<file path="src/shared/arsc_params.svh">
/*
  Constants of the converter control block: register offsets, field positions,
  reset values and conversion lengths. Assumes inclusion by bare name.
*/
`ifndef ARSC_PARAMS_SVH
`define ARSC_PARAMS_SVH
`define ARSC_REG_MUX 3'h0
`define ARSC_REG_CTRL 3'h1
`define ARSC_REG_RES_LO 3'h2
`define ARSC_REG_RES_HI 3'h3
`define ARSC_REG_STAT 3'h4
`define ARSC_REG_MASK 3'h5
`define ARSC_MUX_REF_HI 7
`define ARSC_MUX_REF_LO 6
`define ARSC_MUX_LEFT 5
`define ARSC_MUX_CH_HI 3
`define ARSC_MUX_CH_LO 0
`define ARSC_CTRL_ON 7
`define ARSC_CTRL_START 6
`define ARSC_CTRL_FREE 5
`define ARSC_CTRL_PS_HI 2
`define ARSC_CTRL_PS_LO 0
`define ARSC_ST_DONE 0
`define ARSC_ST_SLEEP 1
`define ARSC_RESET_BYTE 8'h00
`define ARSC_REF_EXT 2'h0
`define ARSC_REF_RSVD 2'h2
`define ARSC_CODE_MAX 10'h3ff
`define ARSC_CYC_NORMAL 5'd13
`define ARSC_CYC_FIRST 5'd25
`define ARSC_SLEEP_IDLE 3'h0
`define ARSC_SLEEP_NOISE 3'h1
`endif

</file>
<file path="src/shared/arsc_pkg.sv">
/*
  Types of the converter control block: sequencer states and state records.
  Assumes arsc_params.svh supplies the numeric constants.
*/
package arsc_pkg;
  typedef enum logic [1:0] {
    ARSC_IDLE = 2'h0,
    ARSC_WAIT = 2'h1,
    ARSC_CONV = 2'h3
  } arsc_state_e;

  typedef struct packed {
    logic [6:0] cnt;
  } arsc_presc_s;

  typedef struct packed {
    logic [7:0] mux_temp;
    logic [1:0] ref_act;
    logic [3:0] chan_act;
    logic on;
    logic start;
    logic free;
    logic [2:0] presc;
    logic [1:0] stat;
    logic [1:0] mask;
    logic [9:0] result;
    arsc_state_e st;
    logic [4:0] cnt;
    logic first;
    logic sleep_conv;
    logic sleeping;
    logic armed;
    logic [7:0] rdata;
    logic [10:0] code_s1;
    logic [10:0] code_s2;
  } arsc_state_s;
endpackage

</file>
<file path="src/verilog/arsc_prescaler.sv">
/*
  Converter clock divider: one-cycle tick at 2,2,4,...,128 system clocks.
  Assumes the enable clears the count whenever the converter is off.
*/
`timescale 1ns/1ps
`default_nettype none
module arsc_prescaler (
  input wire logic clk_sys_i,
  input wire logic reset_i,
  input wire logic on_i,
  input wire logic [2:0] sel_i,
  output logic tick_o
);
  arsc_pkg::arsc_presc_s r;
  arsc_pkg::arsc_presc_s next_r;
  logic [6:0] last;

  always_comb begin
    last = (sel_i == 3'h0) ? 7'h01 : 7'((8'h01 << sel_i) - 8'h01);
    next_r = r;
    // At or past the limit, so a smaller divisor never waits for a wrap
    tick_o = on_i && (r.cnt >= last);
    if (!on_i || tick_o) begin
      next_r.cnt = 7'h00;
    end else begin
      next_r.cnt = 7'(r.cnt + 7'h01);
    end
  end

  always_ff @(posedge clk_sys_i) begin
    if (reset_i) begin
      r <= '0;
    end else begin
      r <= next_r;
    end
  end
endmodule // arsc_prescaler
`default_nettype wire

</file>
<file path="src/verilog/arsc_result_fmt.sv">
/*
  Result shaping: clamps the raw analog code to ten bits and presents the
  stored code right or left aligned as a byte pair. Purely combinational.
*/
`timescale 1ns/1ps
`default_nettype none
`include "arsc_params.svh"
module arsc_result_fmt (
  input wire logic [10:0] raw_i,
  input wire logic [9:0] code_i,
  input wire logic left_i,
  output logic [9:0] clamped_o,
  output logic [7:0] low_o,
  output logic [7:0] high_o
);
  always_comb begin
    // Over-range saturates instead of wrapping
    clamped_o = raw_i[10] ? `ARSC_CODE_MAX : raw_i[9:0];
    if (left_i) begin
      high_o = code_i[9:2];
      low_o = {code_i[1:0], 6'h00};
    end else begin
      high_o = {6'h00, code_i[9:8]};
      low_o = code_i[7:0];
    end
  end
endmodule // arsc_result_fmt
`default_nettype wire

</file>
<file path="src/verilog/arsc_top.sv">
/*
  Converter control: input/reference select with safe-point buffering,
  conversion sequencer, result formatting, sleep-started conversions,
  status/mask interrupt. Assumes the analog core holds its code on ana_code_i
  (11 bits, bit 10 = over range) settled before the sequence ends.
*/
// Our own choices: the placing of the registers and the strobed register port.
`timescale 1ns/1ps
`default_nettype none
`include "arsc_params.svh"
// Contract
// RULE_01 - Codes span 0x000 for ground up to 0x3FF for reference minus one step.
// RULE_02 - Inputs above the reference saturate at 0x3FF, never wrap.
// RULE_03 - Result registers hold the result once the done flag is high.
// RULE_04 - Reference select: 00 pin, 01 supply, 10 reserved, 11 internal.
// RULE_05 - Reference changes during a conversion apply only after it completes.
// RULE_06 - Select register: ref 7:6, left align 5, read-only 4, channel 3:0.
// RULE_07 - Software enables converter, idles it, single mode, enables done interrupt.
// RULE_08 - Sleep in idle or noise mode starts a conversion once core halts.
// RULE_09 - Done interrupt wakes the core when no other interrupt came first.
// RULE_10 - After an earlier wake, done request still raised on completion.
// RULE_11 - Once woken, the core stays active until the next sleep command.
// RULE_12 - Other sleep modes leave the converter enable untouched.
// RULE_13 - Software should discard the first result after a reference switch.
// RULE_14 - Left align presents the result in the pair at once.
// RULE_15 - Channel 0-7 inputs, 1110 bandgap, 1111 ground; changes wait for completion.
// RULE_16 - Completion writes result, sets flag, clears start in single mode.
// RULE_17 - Reserved reference code is stored as written, driven as pin.
module arsc_top (
  input wire logic clk_sys_i,
  input wire logic reset_i,
  input wire logic [2:0] addr_i,
  input wire logic [7:0] wdata_i,
  input wire logic wr_i,
  input wire logic rd_i,
  output logic [7:0] rdata_o,
  input wire logic sleep_enter_i,
  input wire logic [2:0] sleep_mode_i,
  input wire logic cpu_halted_i,
  input wire logic other_irq_i,
  output logic wake_o,
  output logic irq_o,
  input wire logic [10:0] ana_code_i,
  output logic ana_power_o,
  output logic ana_int_ref_on_o,
  output logic [1:0] ana_ref_sel_o,
  output logic [3:0] ana_channel_o,
  output logic ana_convert_o
);
  arsc_pkg::arsc_state_s r;
  arsc_pkg::arsc_state_s next_r;
  logic tick;
  logic [9:0] clamped;
  logic [7:0] res_lo;
  logic [7:0] res_hi;
  logic [4:0] total;
  logic conv_done;
  logic wr_stat;
  logic sleep_ok;

  arsc_prescaler u_presc (
    .clk_sys_i(clk_sys_i),
    .reset_i(reset_i),
    .on_i(r.on),
    .sel_i(r.presc),
    .tick_o(tick)
  );

  arsc_result_fmt u_fmt (
    .raw_i(r.code_s2),
    .code_i(r.result),
    .left_i(r.mux_temp[`ARSC_MUX_LEFT]),
    .clamped_o(clamped),
    .low_o(res_lo),
    .high_o(res_hi)
  );

  assign total = r.first ? `ARSC_CYC_FIRST : `ARSC_CYC_NORMAL;
  assign conv_done = (r.st == arsc_pkg::ARSC_CONV) && tick && (r.cnt == 5'(total - 5'd1));
  assign wr_stat = wr_i && (addr_i == `ARSC_REG_STAT);
  assign sleep_ok = (sleep_mode_i == `ARSC_SLEEP_IDLE) || (sleep_mode_i == `ARSC_SLEEP_NOISE);

  always_comb begin
    next_r = r;
    next_r.code_s1 = ana_code_i;
    next_r.code_s2 = r.code_s1;
    // Selection follows the buffer except while sampling is locked
    if (r.st != arsc_pkg::ARSC_CONV || conv_done) begin // see RULE_05 see RULE_15
      next_r.ref_act = r.mux_temp[`ARSC_MUX_REF_HI:`ARSC_MUX_REF_LO];
      next_r.chan_act = r.mux_temp[`ARSC_MUX_CH_HI:`ARSC_MUX_CH_LO];
    end
    if (wr_i) begin
      case (addr_i)
        `ARSC_REG_MUX: begin
          next_r.mux_temp = wdata_i & 8'hef; // see RULE_06 see RULE_17
        end
        `ARSC_REG_CTRL: begin
          next_r.on = wdata_i[`ARSC_CTRL_ON];
          next_r.free = wdata_i[`ARSC_CTRL_FREE];
          next_r.presc = wdata_i[`ARSC_CTRL_PS_HI:`ARSC_CTRL_PS_LO];
          if (wdata_i[`ARSC_CTRL_START] && wdata_i[`ARSC_CTRL_ON]) begin
            next_r.start = 1'b1;
          end
        end
        `ARSC_REG_MASK: begin
          next_r.mask = wdata_i[1:0];
        end
        default: begin
        end
      endcase
    end
    // Sleep command arms a sleep-time conversion when prepared
    if (sleep_enter_i) begin // see RULE_11
      next_r.sleeping = 1'b1;
      next_r.armed = sleep_ok && r.on && !r.start && !r.free && r.mask[`ARSC_ST_DONE]; // see RULE_12
    end else if (r.sleeping && (irq_o || other_irq_i)) begin // see RULE_09
      next_r.sleeping = 1'b0;
    end
    if (r.armed && cpu_halted_i) begin // see RULE_08
      next_r.armed = 1'b0;
      next_r.start = 1'b1;
      next_r.sleep_conv = 1'b1;
    end
    if (wr_stat) begin
      next_r.stat = r.stat & ~wdata_i[1:0];
    end
    case (r.st)
      arsc_pkg::ARSC_IDLE: begin
        if (r.start) begin
          next_r.st = arsc_pkg::ARSC_WAIT;
        end
      end
      arsc_pkg::ARSC_WAIT: begin
        if (tick) begin
          next_r.st = arsc_pkg::ARSC_CONV;
          next_r.cnt = 5'd0;
        end
      end
      arsc_pkg::ARSC_CONV: begin
        if (conv_done) begin
          next_r.result = clamped; // see RULE_01 see RULE_02
          next_r.stat[`ARSC_ST_DONE] = 1'b1; // see RULE_03 see RULE_10 see RULE_16
          next_r.stat[`ARSC_ST_SLEEP] = next_r.stat[`ARSC_ST_SLEEP] | r.sleep_conv;
          next_r.sleep_conv = 1'b0;
          next_r.first = 1'b0;
          next_r.cnt = 5'd0;
          if (!r.free) begin
            next_r.start = 1'b0; // see RULE_16
            next_r.st = arsc_pkg::ARSC_IDLE;
          end
        end else if (tick) begin
          next_r.cnt = 5'(r.cnt + 5'd1);
        end
      end
      default: begin
        next_r.st = arsc_pkg::ARSC_IDLE;
      end
    endcase
    // Switching off aborts and makes the next conversion extended
    if (!next_r.on) begin
      next_r.st = arsc_pkg::ARSC_IDLE;
      next_r.start = 1'b0;
      next_r.first = 1'b1;
      next_r.sleep_conv = 1'b0;
      next_r.armed = 1'b0;
    end
    next_r.rdata = 8'h00;
    if (rd_i) begin
      case (addr_i)
        `ARSC_REG_MUX: next_r.rdata = r.mux_temp;
        `ARSC_REG_CTRL: next_r.rdata = {r.on, r.start, r.free, 2'h0, r.presc};
        `ARSC_REG_RES_LO: next_r.rdata = res_lo; // see RULE_14
        `ARSC_REG_RES_HI: next_r.rdata = res_hi; // see RULE_14
        `ARSC_REG_STAT: next_r.rdata = {6'h00, r.stat};
        `ARSC_REG_MASK: next_r.rdata = {6'h00, r.mask};
        default: next_r.rdata = 8'h00;
      endcase
    end
  end

  always_ff @(posedge clk_sys_i) begin
    if (reset_i) begin
      r <= '0;
      r.mux_temp <= `ARSC_RESET_BYTE;
      r.first <= 1'b1;
    end else begin
      r <= next_r;
    end
  end

  assign rdata_o = r.rdata;
  assign irq_o = |(r.stat & r.mask);
  assign wake_o = r.sleeping && irq_o;
  assign ana_power_o = r.on;
  assign ana_convert_o = (r.st == arsc_pkg::ARSC_CONV);
  assign ana_channel_o = r.chan_act;
  // Reserved code drives the pin selection
  assign ana_ref_sel_o = (r.ref_act == `ARSC_REF_RSVD) ? `ARSC_REF_EXT : r.ref_act; // see RULE_04 see RULE_17
  assign ana_int_ref_on_o = (r.ref_act == 2'h3); // see RULE_04
endmodule // arsc_top
`default_nettype wire
</file>
<file path="config.mk">
export PLATFORM = sky130hd
export DESIGN_NAME = arsc_top
export DESIGN_NICKNAME = d
export VERILOG_FILES = /design/src/shared/arsc_pkg.sv /design/src/verilog/arsc_prescaler.sv /design/src/verilog/arsc_result_fmt.sv /design/src/verilog/arsc_top.sv
export VERILOG_INCLUDE_DIRS = /design/src /design/src/shared
export SDC_FILE = /design/constraint.sdc
export NUM_CORES = 1
export LEC_CHECK = 0
export ABC_AREA = 1
export BUFFER_PORTS_ARGS = -buffer_cell sky130_fd_sc_hd__buf_2
export CAP_MARGIN = 20
export CELL_PAD_IN_SITES_DETAIL_PLACEMENT = 1
export CELL_PAD_IN_SITES_GLOBAL_PLACEMENT = 2
export CORE_ASPECT_RATIO = 1.1
export CORE_MARGIN = 1
export CORE_UTILIZATION = 29
export DETAILED_ROUTE_END_ITERATION = 12
export GPL_TIMING_DRIVEN = 0
export HOLD_SLACK_MARGIN = 0.1
export PLACE_DENSITY_LB_ADDON = 0.1
export SLEW_MARGIN = 25
export SYNTH_ARGS = -nofsm -noshare
export SYNTH_HDL_FRONTEND = slang
export SYNTH_SLANG_ARGS = --single-unit
</file>
<file path="constraint.sdc">
create_clock -name clk_sys_i -period 1.8 [get_ports clk_sys_i]
set_input_delay 0.36 -clock clk_sys_i [delete_from_list [all_inputs] [get_ports clk_sys_i]]
set_output_delay 0.36 -clock clk_sys_i [all_outputs]
set_load 0.02 [all_outputs]
</file>
==> flow_metrics.py, run 1 <==
metrics = {
    "run_status": {
        "status": "finished with violations",
        "violations": "negative setup slack",
    },
    "clocking": {
        "root_buffer": "clkbuf_16",
        "numCtsBuffers": 9,
        "clkTransAtPathRegs_ns": 0.06,
        "ctsLongestPathBuffers": 2,
        "clock-sinks": 81,
        "htreeDepth": 3,
        "cts_tree": "done",
        "holdBufCountCts": 0,
        "insertion_delay_ns": 0.34,
    },
    "sta": {
        "fin_crit_ns": 1.96,
        "fmax_mhz": 510,
        "holdWs_ns": 0.222,
        "timing.final.crit_share_pct": 109,
        "tightest_slew_ns": 0.598,
        "hold_viol": 0,
        "finalMaxSlewViolations": 0,
        "fin_skew_ns": 0.00987,
        "slew_headroom_pct": 60.2,
        "rsz0062_at_grt": "yes",
        "final.setup.tns_ns": -2.98,
        "setup_slack_ns": -0.160,
        "setup_viol": 27,
    },
    "final_layout": {
        "drive_above_1_share_pct": 29.5,
        "fin_util_pct": 40.0,
        "final_cells": 665,
        "nNetsFinal": 552,
        "antenna_cells": 0,
        "area_growth_pct": 33.7,
        "layout_commonest_cell": "dfxtp_1",
        "layout_common_cells": "dfxtp_1, inv_1, nor2_1, buf_2, nand2_1",
    },
    "place": {
        "dp.cells": 637,
        "portBuffers": 47,
        "place_congestion": 0.770,
        "hpwl_um": 7040,
        "pre_cts_ws_ns": -0.373,
    },
    "flow_run": {
        "drv_cap": 0,
    },
    "grt": {
        "grt_max_degree": 14,
        "antenna_found_initial": 0,
        "track_usage_pct": 16.3,
        "grt_pass1_wl_um": 15100,
        "grt_pass1_vias": 3096,
        "grt-ovfl-total": 0,
    },
    "power": {
        "power_density_mw_per_mm2": 866,
        "p_leak_nw": 1.96,
        "peakVddDrop_uv": 442,
    },
    "logic_synthesis": {
        "yosysTopAreaCell": "dfxtp_1",
        "synth_top_cell_area_share_pct": 47.0,
        "synth_seq_cells": 81,
        "yosys_warnings": 0,
        "syn_area_sq_mm": 0.00345,
        "syn_avg_cell_area_sq_um": 7.84,
        "yosys.cell_types.count": 37,
        "syn-instance-count": 440,
        "syn-num-nets": 481,
        "synthTopCellsByArea": "dfxtp_1, inv_1, nor2_1",
        "yosysSeqAreaShare_pct": 47.0,
    },
    "critical_path": {
        "crit_family": "simple AND/OR/NAND/NOR gates",
        "cp-end-kind": "flop",
        "cp_common_cell": "nand2_4",
        "regToRegSetupSlack_ns": -0.16,
        "cp_slowest_cell": "dfxtp_4",
        "critPathKind": "reg -> reg",
        "path_cells": "o21ai_4 -> o21bai_4 -> ha_4 -> nand2_4 -> nor2_4 -> nand2_2 -> nand2_4 -> nand4_4 -> buf_12 -> clkbuf_16 -> nor3_2 -> nor2_1",
        "required_ns": 2.02,
        "cp_max_fo": 7,
        "cpPeakStageDelay_ns": 0.39,
        "critPathLaunchType": "flop",
        "worstPathArrival_ns": 2.18,
        "crit_buf_inv": 2,
    },
    "floorplanning": {
        "dieHeight_um": 116,
        "ioPinCount": 51,
        "num_rows": 41,
        "initial_core_util_pct": 29.9,
        "die_area_sq_mm": 0.0123,
        "core_region_area_sq_mm": 0.0115,
        "die_w_um": 106,
    },
    "routing": {
        "drtIter0Drc": 105,
        "post-route-drc-count": 0,
        "wl_um": 9500,
        "vias": 3053,
        "drtPass1Iterations": 4,
        "wl_per_cell_um": 14.3,
        "antenna_left": 0,
        "viasPerCell": 4.59,
    },
    "min_path": {
        "hold_class": "in -> reg",
    },
}
## tightest hold or removal path: cells and delay by family
family | cells | cell delay (ns)
buffers and inverters | 2 | 0.10
and+or+nand+nor | 1 | 0.06
## path summary, 6_finish.rpt
kind                        start                    to  cells after the start
max            r[56]$_SDFFE_PP0P_    r[49]$_SDFFE_PP0P_                     12
min                 ana_code_i[2]  next_r[2]$_SDFF_PP0_                      3
max reg2reg    r[56]$_SDFFE_PP0P_    r[49]$_SDFFE_PP0P_                     12
min reg2reg  next_r[6]$_SDFF_PP0_       r[6]$_SDFF_PP0_                      2
## sequential cells by signal (all words and copies together) (netlist names)
register       flops
ana_channel_o      4
ana_power_o        1
next_r            11
r                 50
rdata_o            8
u_presc.r          7
## cell usage after synthesis, drive strengths merged
library cell and number:
o21ai 35, clkbuf 5, o22ai 7, a31oi 2, o21bai 2, inv 73
a22oi 1, or2 1, buf 21, nor3 15, o2111a 1, a221oi 4
a21oi 35, o211ai 1, nand2 54, xnor2 1, nor2 63, ha 9
xor2 4, dfxtp 81, nand4 5, nand3 19, a211oi 1
## cells by family (layout without fill, tap and decap cells)
logic type                 after synthesis  count (layout)  synth area share (%)
and+or+nand+nor                        157             157                  20.4
buffers and inverters                   99             174                  13.3
AOI/OAI and AO/OA                       89              89                  14.8
DFF                                     81              81                  47.0
adders and majority gates                9               9                  3.26
xor gates and xnor gates                 5               5                  1.27
## per-layer routing
| layer | routed length, um | part of all wire [%] | track usage [%] | up-vias |
|---|---|---|---|---|
| met3 | 162 | 1.7 | 2.46 | 10 |
| met5 | 0 | 0 | 0 | - |
| met1 | 3970 | 42 | 17.9 | 1477 |
| met4 | 160 | 1.7 | 6.76 | 0 |
| li1 | - | - | - | 1540 |
| met2 | 5200 | 55 | 31.2 | 26 |
## final cells by class
type | count | area, sq um
Fill cell | 1382 | 6930
Multi-Input combinational cell | 260 | 1650
Sequential cell | 81 | 1630
Timing Repair Buffer | 60 | 362
Inverter | 73 | 277
Clock buffer | 10 | 229
Buffer | 26 | 196
Tap cell | 150 | 188
Clock inverter | 5 | 78.8
## per-stage QoR
stage | power (mW) | cell area, sq um
2_1_floorplan | 1.99 | 3450
3_3_place_gp | 2.08 | 3880
3_5_place_dp | 2.08 | 3880
4_1_cts | 4.04 | 4380
5_1_grt | 4.17 | 4610
6_report | 4.00 | 4610
## timing repair
item	CTS	global route
setup buffers	9	3
cloned	0	1
setup endpoints to repair	35	32
resized for setup	36	41
pin swaps	9	20
## power by group
part | switching (mW) | leakage [nW] | total, mW | internal, mW
Clock | 0.727 | 0.153 | 1.93 | 1.21
Sequential | 0.0237 | 0.661 | 1.85 | 1.83
Combinational | 0.134 | 1.15 | 0.209 | 0.0747
Total | 0.885 | 1.96 | 4.00 | 3.11
Power figures use the tool's default switching activity.
==> run 2, diff against run 1 <==
- PLACE_DENSITY: default -> 0.71
- PLACE_DENSITY_LB_ADDON: 0.1 -> default
- SYNTH_HIERARCHICAL: default -> 1
==> flow_metrics.py, run 2 <==
metrics = {
    "run_status": {
        "status": "finished with violations",
        "violations": "negative setup slack",
    },
    "power": {
        "peakVddDrop_uv": 433,
        "comb_power_share_pct": 5.7,
        "power.net_switching_mw": 0.937,
        "power_density_mw_per_mm2": 807,
        "p_int_mw": 2.99,
        "p_leak_nw": 2.16,
        "seqPwrFrac_pct": 47.0,
        "clockPowerShare_pct": 47.3,
        "swShare_pct": 23.9,
    },
    "clocking": {
        "ctsLongestPathBuffers": 2,
        "clock-sinks": 81,
        "clkTransAtPathRegs_ns": 0.06,
        "root_buffer": "clkbuf_16",
        "insertion_delay_ns": 0.35,
        "cts_tree": "done",
        "htreeDepth": 3,
        "numCtsBuffers": 9,
        "holdBufCountCts": 0,
    },
    "grt": {
        "grt_pass1_vias": 3250,
        "track_usage_pct": 16.2,
        "grt-ovfl-total": 0,
        "grt.met1_usage_pct": 20.3,
        "global_route.usage.met3_pct": 4.04,
        "grt_max_degree": 15,
        "use_met2_pct": 26.9,
        "antenna_found_initial": 0,
        "grt_pass1_wl_um": 16200,
        "grt_busiest_layer": "met2",
    },
    "sta": {
        "tightest_slew_ns": 0.592,
        "finalMaxSlewViolations": 0,
        "setup_slack_ns": -0.471,
        "fmax_mhz": 440,
        "slew_headroom_pct": 60.6,
        "setup_viol": 28,
        "hold_viol": 0,
        "final.setup.tns_ns": -11.78,
        "rsz0062_at_grt": "yes",
        "fin_skew_ns": 0.00859,
        "timing.final.crit_share_pct": 126,
        "holdWs_ns": 0.214,
        "fin_crit_ns": 2.27,
    },
    "logic_synthesis": {
        "synth_top_cell_area_share_pct": 43.7,
        "synth-edff-count": 0,
        "syn_avg_cell_area_sq_um": 7.23,
        "synth_seq_cells": 81,
        "yosys.cell_types.count": 38,
        "yosys_warnings": 6,
        "yosys-top-cells-count": "nand2_1, dfxtp_1, inv_1, nor2_1, a21oi_1",
        "syn-instance-count": 513,
        "ys_async_sr_fraction_pct": 0,
        "yosysSeqAreaShare_pct": 43.7,
        "synth_most_common_cell": "nand2_1",
        "ys.flop_type": "dfxtp_1",
        "synthTopCellsByArea": "dfxtp_1, nand2_1, inv_1",
        "yosysTopAreaCell": "dfxtp_1",
        "syn_area_sq_mm": 0.00371,
        "syn-num-nets": 554,
    },
    "place": {
        "dp.cells": 714,
        "postPlaceCellArea_sq_mm": 0.00420,
        "place_congestion": 0.746,
        "portBuffers": 47,
        "hpwl_um": 7400,
    },
    "routing": {
        "drtPass1Iterations": 4,
        "vias": 3277,
        "antenna_left": 0,
        "viasPerCell": 4.40,
        "wl_per_cell_um": 13.4,
        "post-route-drc-count": 0,
        "drtIter0Drc": 79,
        "wl_um": 9960,
    },
    "final_layout": {
        "antenna_cells": 0,
        "layout_common_cells": "nand2_1, dfxtp_1, inv_1, nor2_1, buf_2",
        "multi_input_area_sq_mm": 0.00184,
        "fin_area_sq_mm": 0.00487,
        "area_growth_pct": 31.2,
        "nNetsFinal": 626,
        "largest_reg_flops": 50,
        "final_cells": 744,
        "drive_above_1_share_pct": 30.0,
        "largest_register": "r",
        "seq_area_sq_mm": 0.00164,
        "layout_commonest_cell": "nand2_1",
        "fin_util_pct": 39.8,
        "fill_cells": 1532,
    },
    "floorplanning": {
        "num_rows": 42,
        "initial_core_util_pct": 30.3,
        "core_region_area_sq_mm": 0.0122,
        "die_area_sq_mm": 0.0133,
        "ioPinCount": 51,
        "dieHeight_um": 121,
        "die_w_um": 110,
    },
    "min_path": {
        "hold_class": "in -> reg",
    },
    "flow_run": {
        "drv_cap": 0,
    },
    "critical_path": {
        "critPathKind": "reg -> reg",
        "required_ns": 2.01,
        "cp-end-kind": "flop",
        "cp_max_fo": 6,
        "worstPathArrival_ns": 2.48,
        "critPathLaunchType": "flop",
    },
}
==> run 2: changes by cell type after synthesis, moves of 7 or more <==
| cell | before | now |
|---|---|---|
| o21ai_0 | 32 | 11 |
| nand2_1 | 52 | 113 |
| a21oi_1 | 33 | 43 |
| nand3_1 | 19 | 35 |
| or2_2 | 1 | 10 |
| nor3_2 | 8 | 1 |
==> run 2: power by group through the flow <==
stage               registers, mW  clock network, mW  logic [mW]
floorplan                    1.89                  0       0.128
global placement             1.89                  0       0.210
detailed placement           1.89                  0       0.212
CTS                          1.85               1.91       0.221
global route                 1.85               1.98       0.251
finish                       1.85               1.86       0.223
==> run 2: layer usage <==
layer | up-vias | wire (um)
met5 | - | 0
li1 | 1723 | -
met3 | 8 | 308
met4 | 0 | 113
met2 | 50 | 4760
met1 | 1496 | 4770
==> run 2: path summary, 6_finish.rpt <==
| path | from | endpoint | slack (ns) | cells past startpoint |
|---|---|---|---|---|
| setup / recovery | r[55]$_SDFFE_PP0P_ | ana_channel_o[2]$_SDFFE_PP0P_ | -0.47 | 14 |
| hold / removal | ana_code_i[5] | next_r[5]$_SDFF_PP0_ | 0.21 | 3 |
| setup reg to reg | r[55]$_SDFFE_PP0P_ | ana_channel_o[2]$_SDFFE_PP0P_ | -0.47 | 14 |
| hold reg to reg | next_r[0]$_SDFF_PP0_ | r[0]$_SDFF_PP0_ | 0.40 | 2 |
==> run 2: area by class of cell <==
| cell class | count | area share (%) |
|---|---|---|
| buffer | 29 | 4.55 |
| tap | 154 | 3.96 |
| inverter | 79 | 6.17 |
| sequential | 81 | 33.6 |
| clock inverter | 6 | 1.36 |
| timing repair buffer | 61 | 7.94 |
| multi-input combinational | 324 | 37.7 |
| clock buffer | 10 | 4.70 |
==> run 2: metrics by stage <==
stage	total power, mW	setup WS (ns)
2_1_floorplan	2.01	-0.241
3_3_place_gp	2.10	-0.678
3_5_place_dp	2.10	-0.722
4_1_cts	3.98	-0.417
5_1_grt	4.08	-0.571
6_report	3.93	-0.471
==> run 2: cells by family (layout without fill, tap and decap cells) <==
logic type	Yosys count	count (layout)	synth area share [%]
XOR/XNOR	5	5	1.18
AO/OA/AOI/OAI	66	66	9.44
flip-flops	81	81	43.7
adder cells (fa/ha/maj)	9	9	3.03
AND/OR/NAND/NOR	244	244	29.4
buffers and inverters	108	185	13.2
==> run 2: repair_timing <==
action,4_1_cts,5_1_grt
gates resized for setup,24,39
setup buffers,8,4
cloned,0,2
setup endpoints to repair,36,37
endpoints found under the hold margin,0,0
pin swaps,11,16
==> run 2: worst max-delay path: stages (launching register included) <==
cell and delay [ns]:
dfxtp_4 0.35, or2_1 0.10, nand2_2 0.05, o21bai_4 0.17, ha_4 0.27, nand2_4 0.04
inv_4 0.07, nand3_4 0.08, a21oi_4 0.20, nand3_2 0.13, nor2_4 0.19, nand2_4 0.15
clkbuf_16 0.20, nand3_2 0.05, a21oi_1 0.06
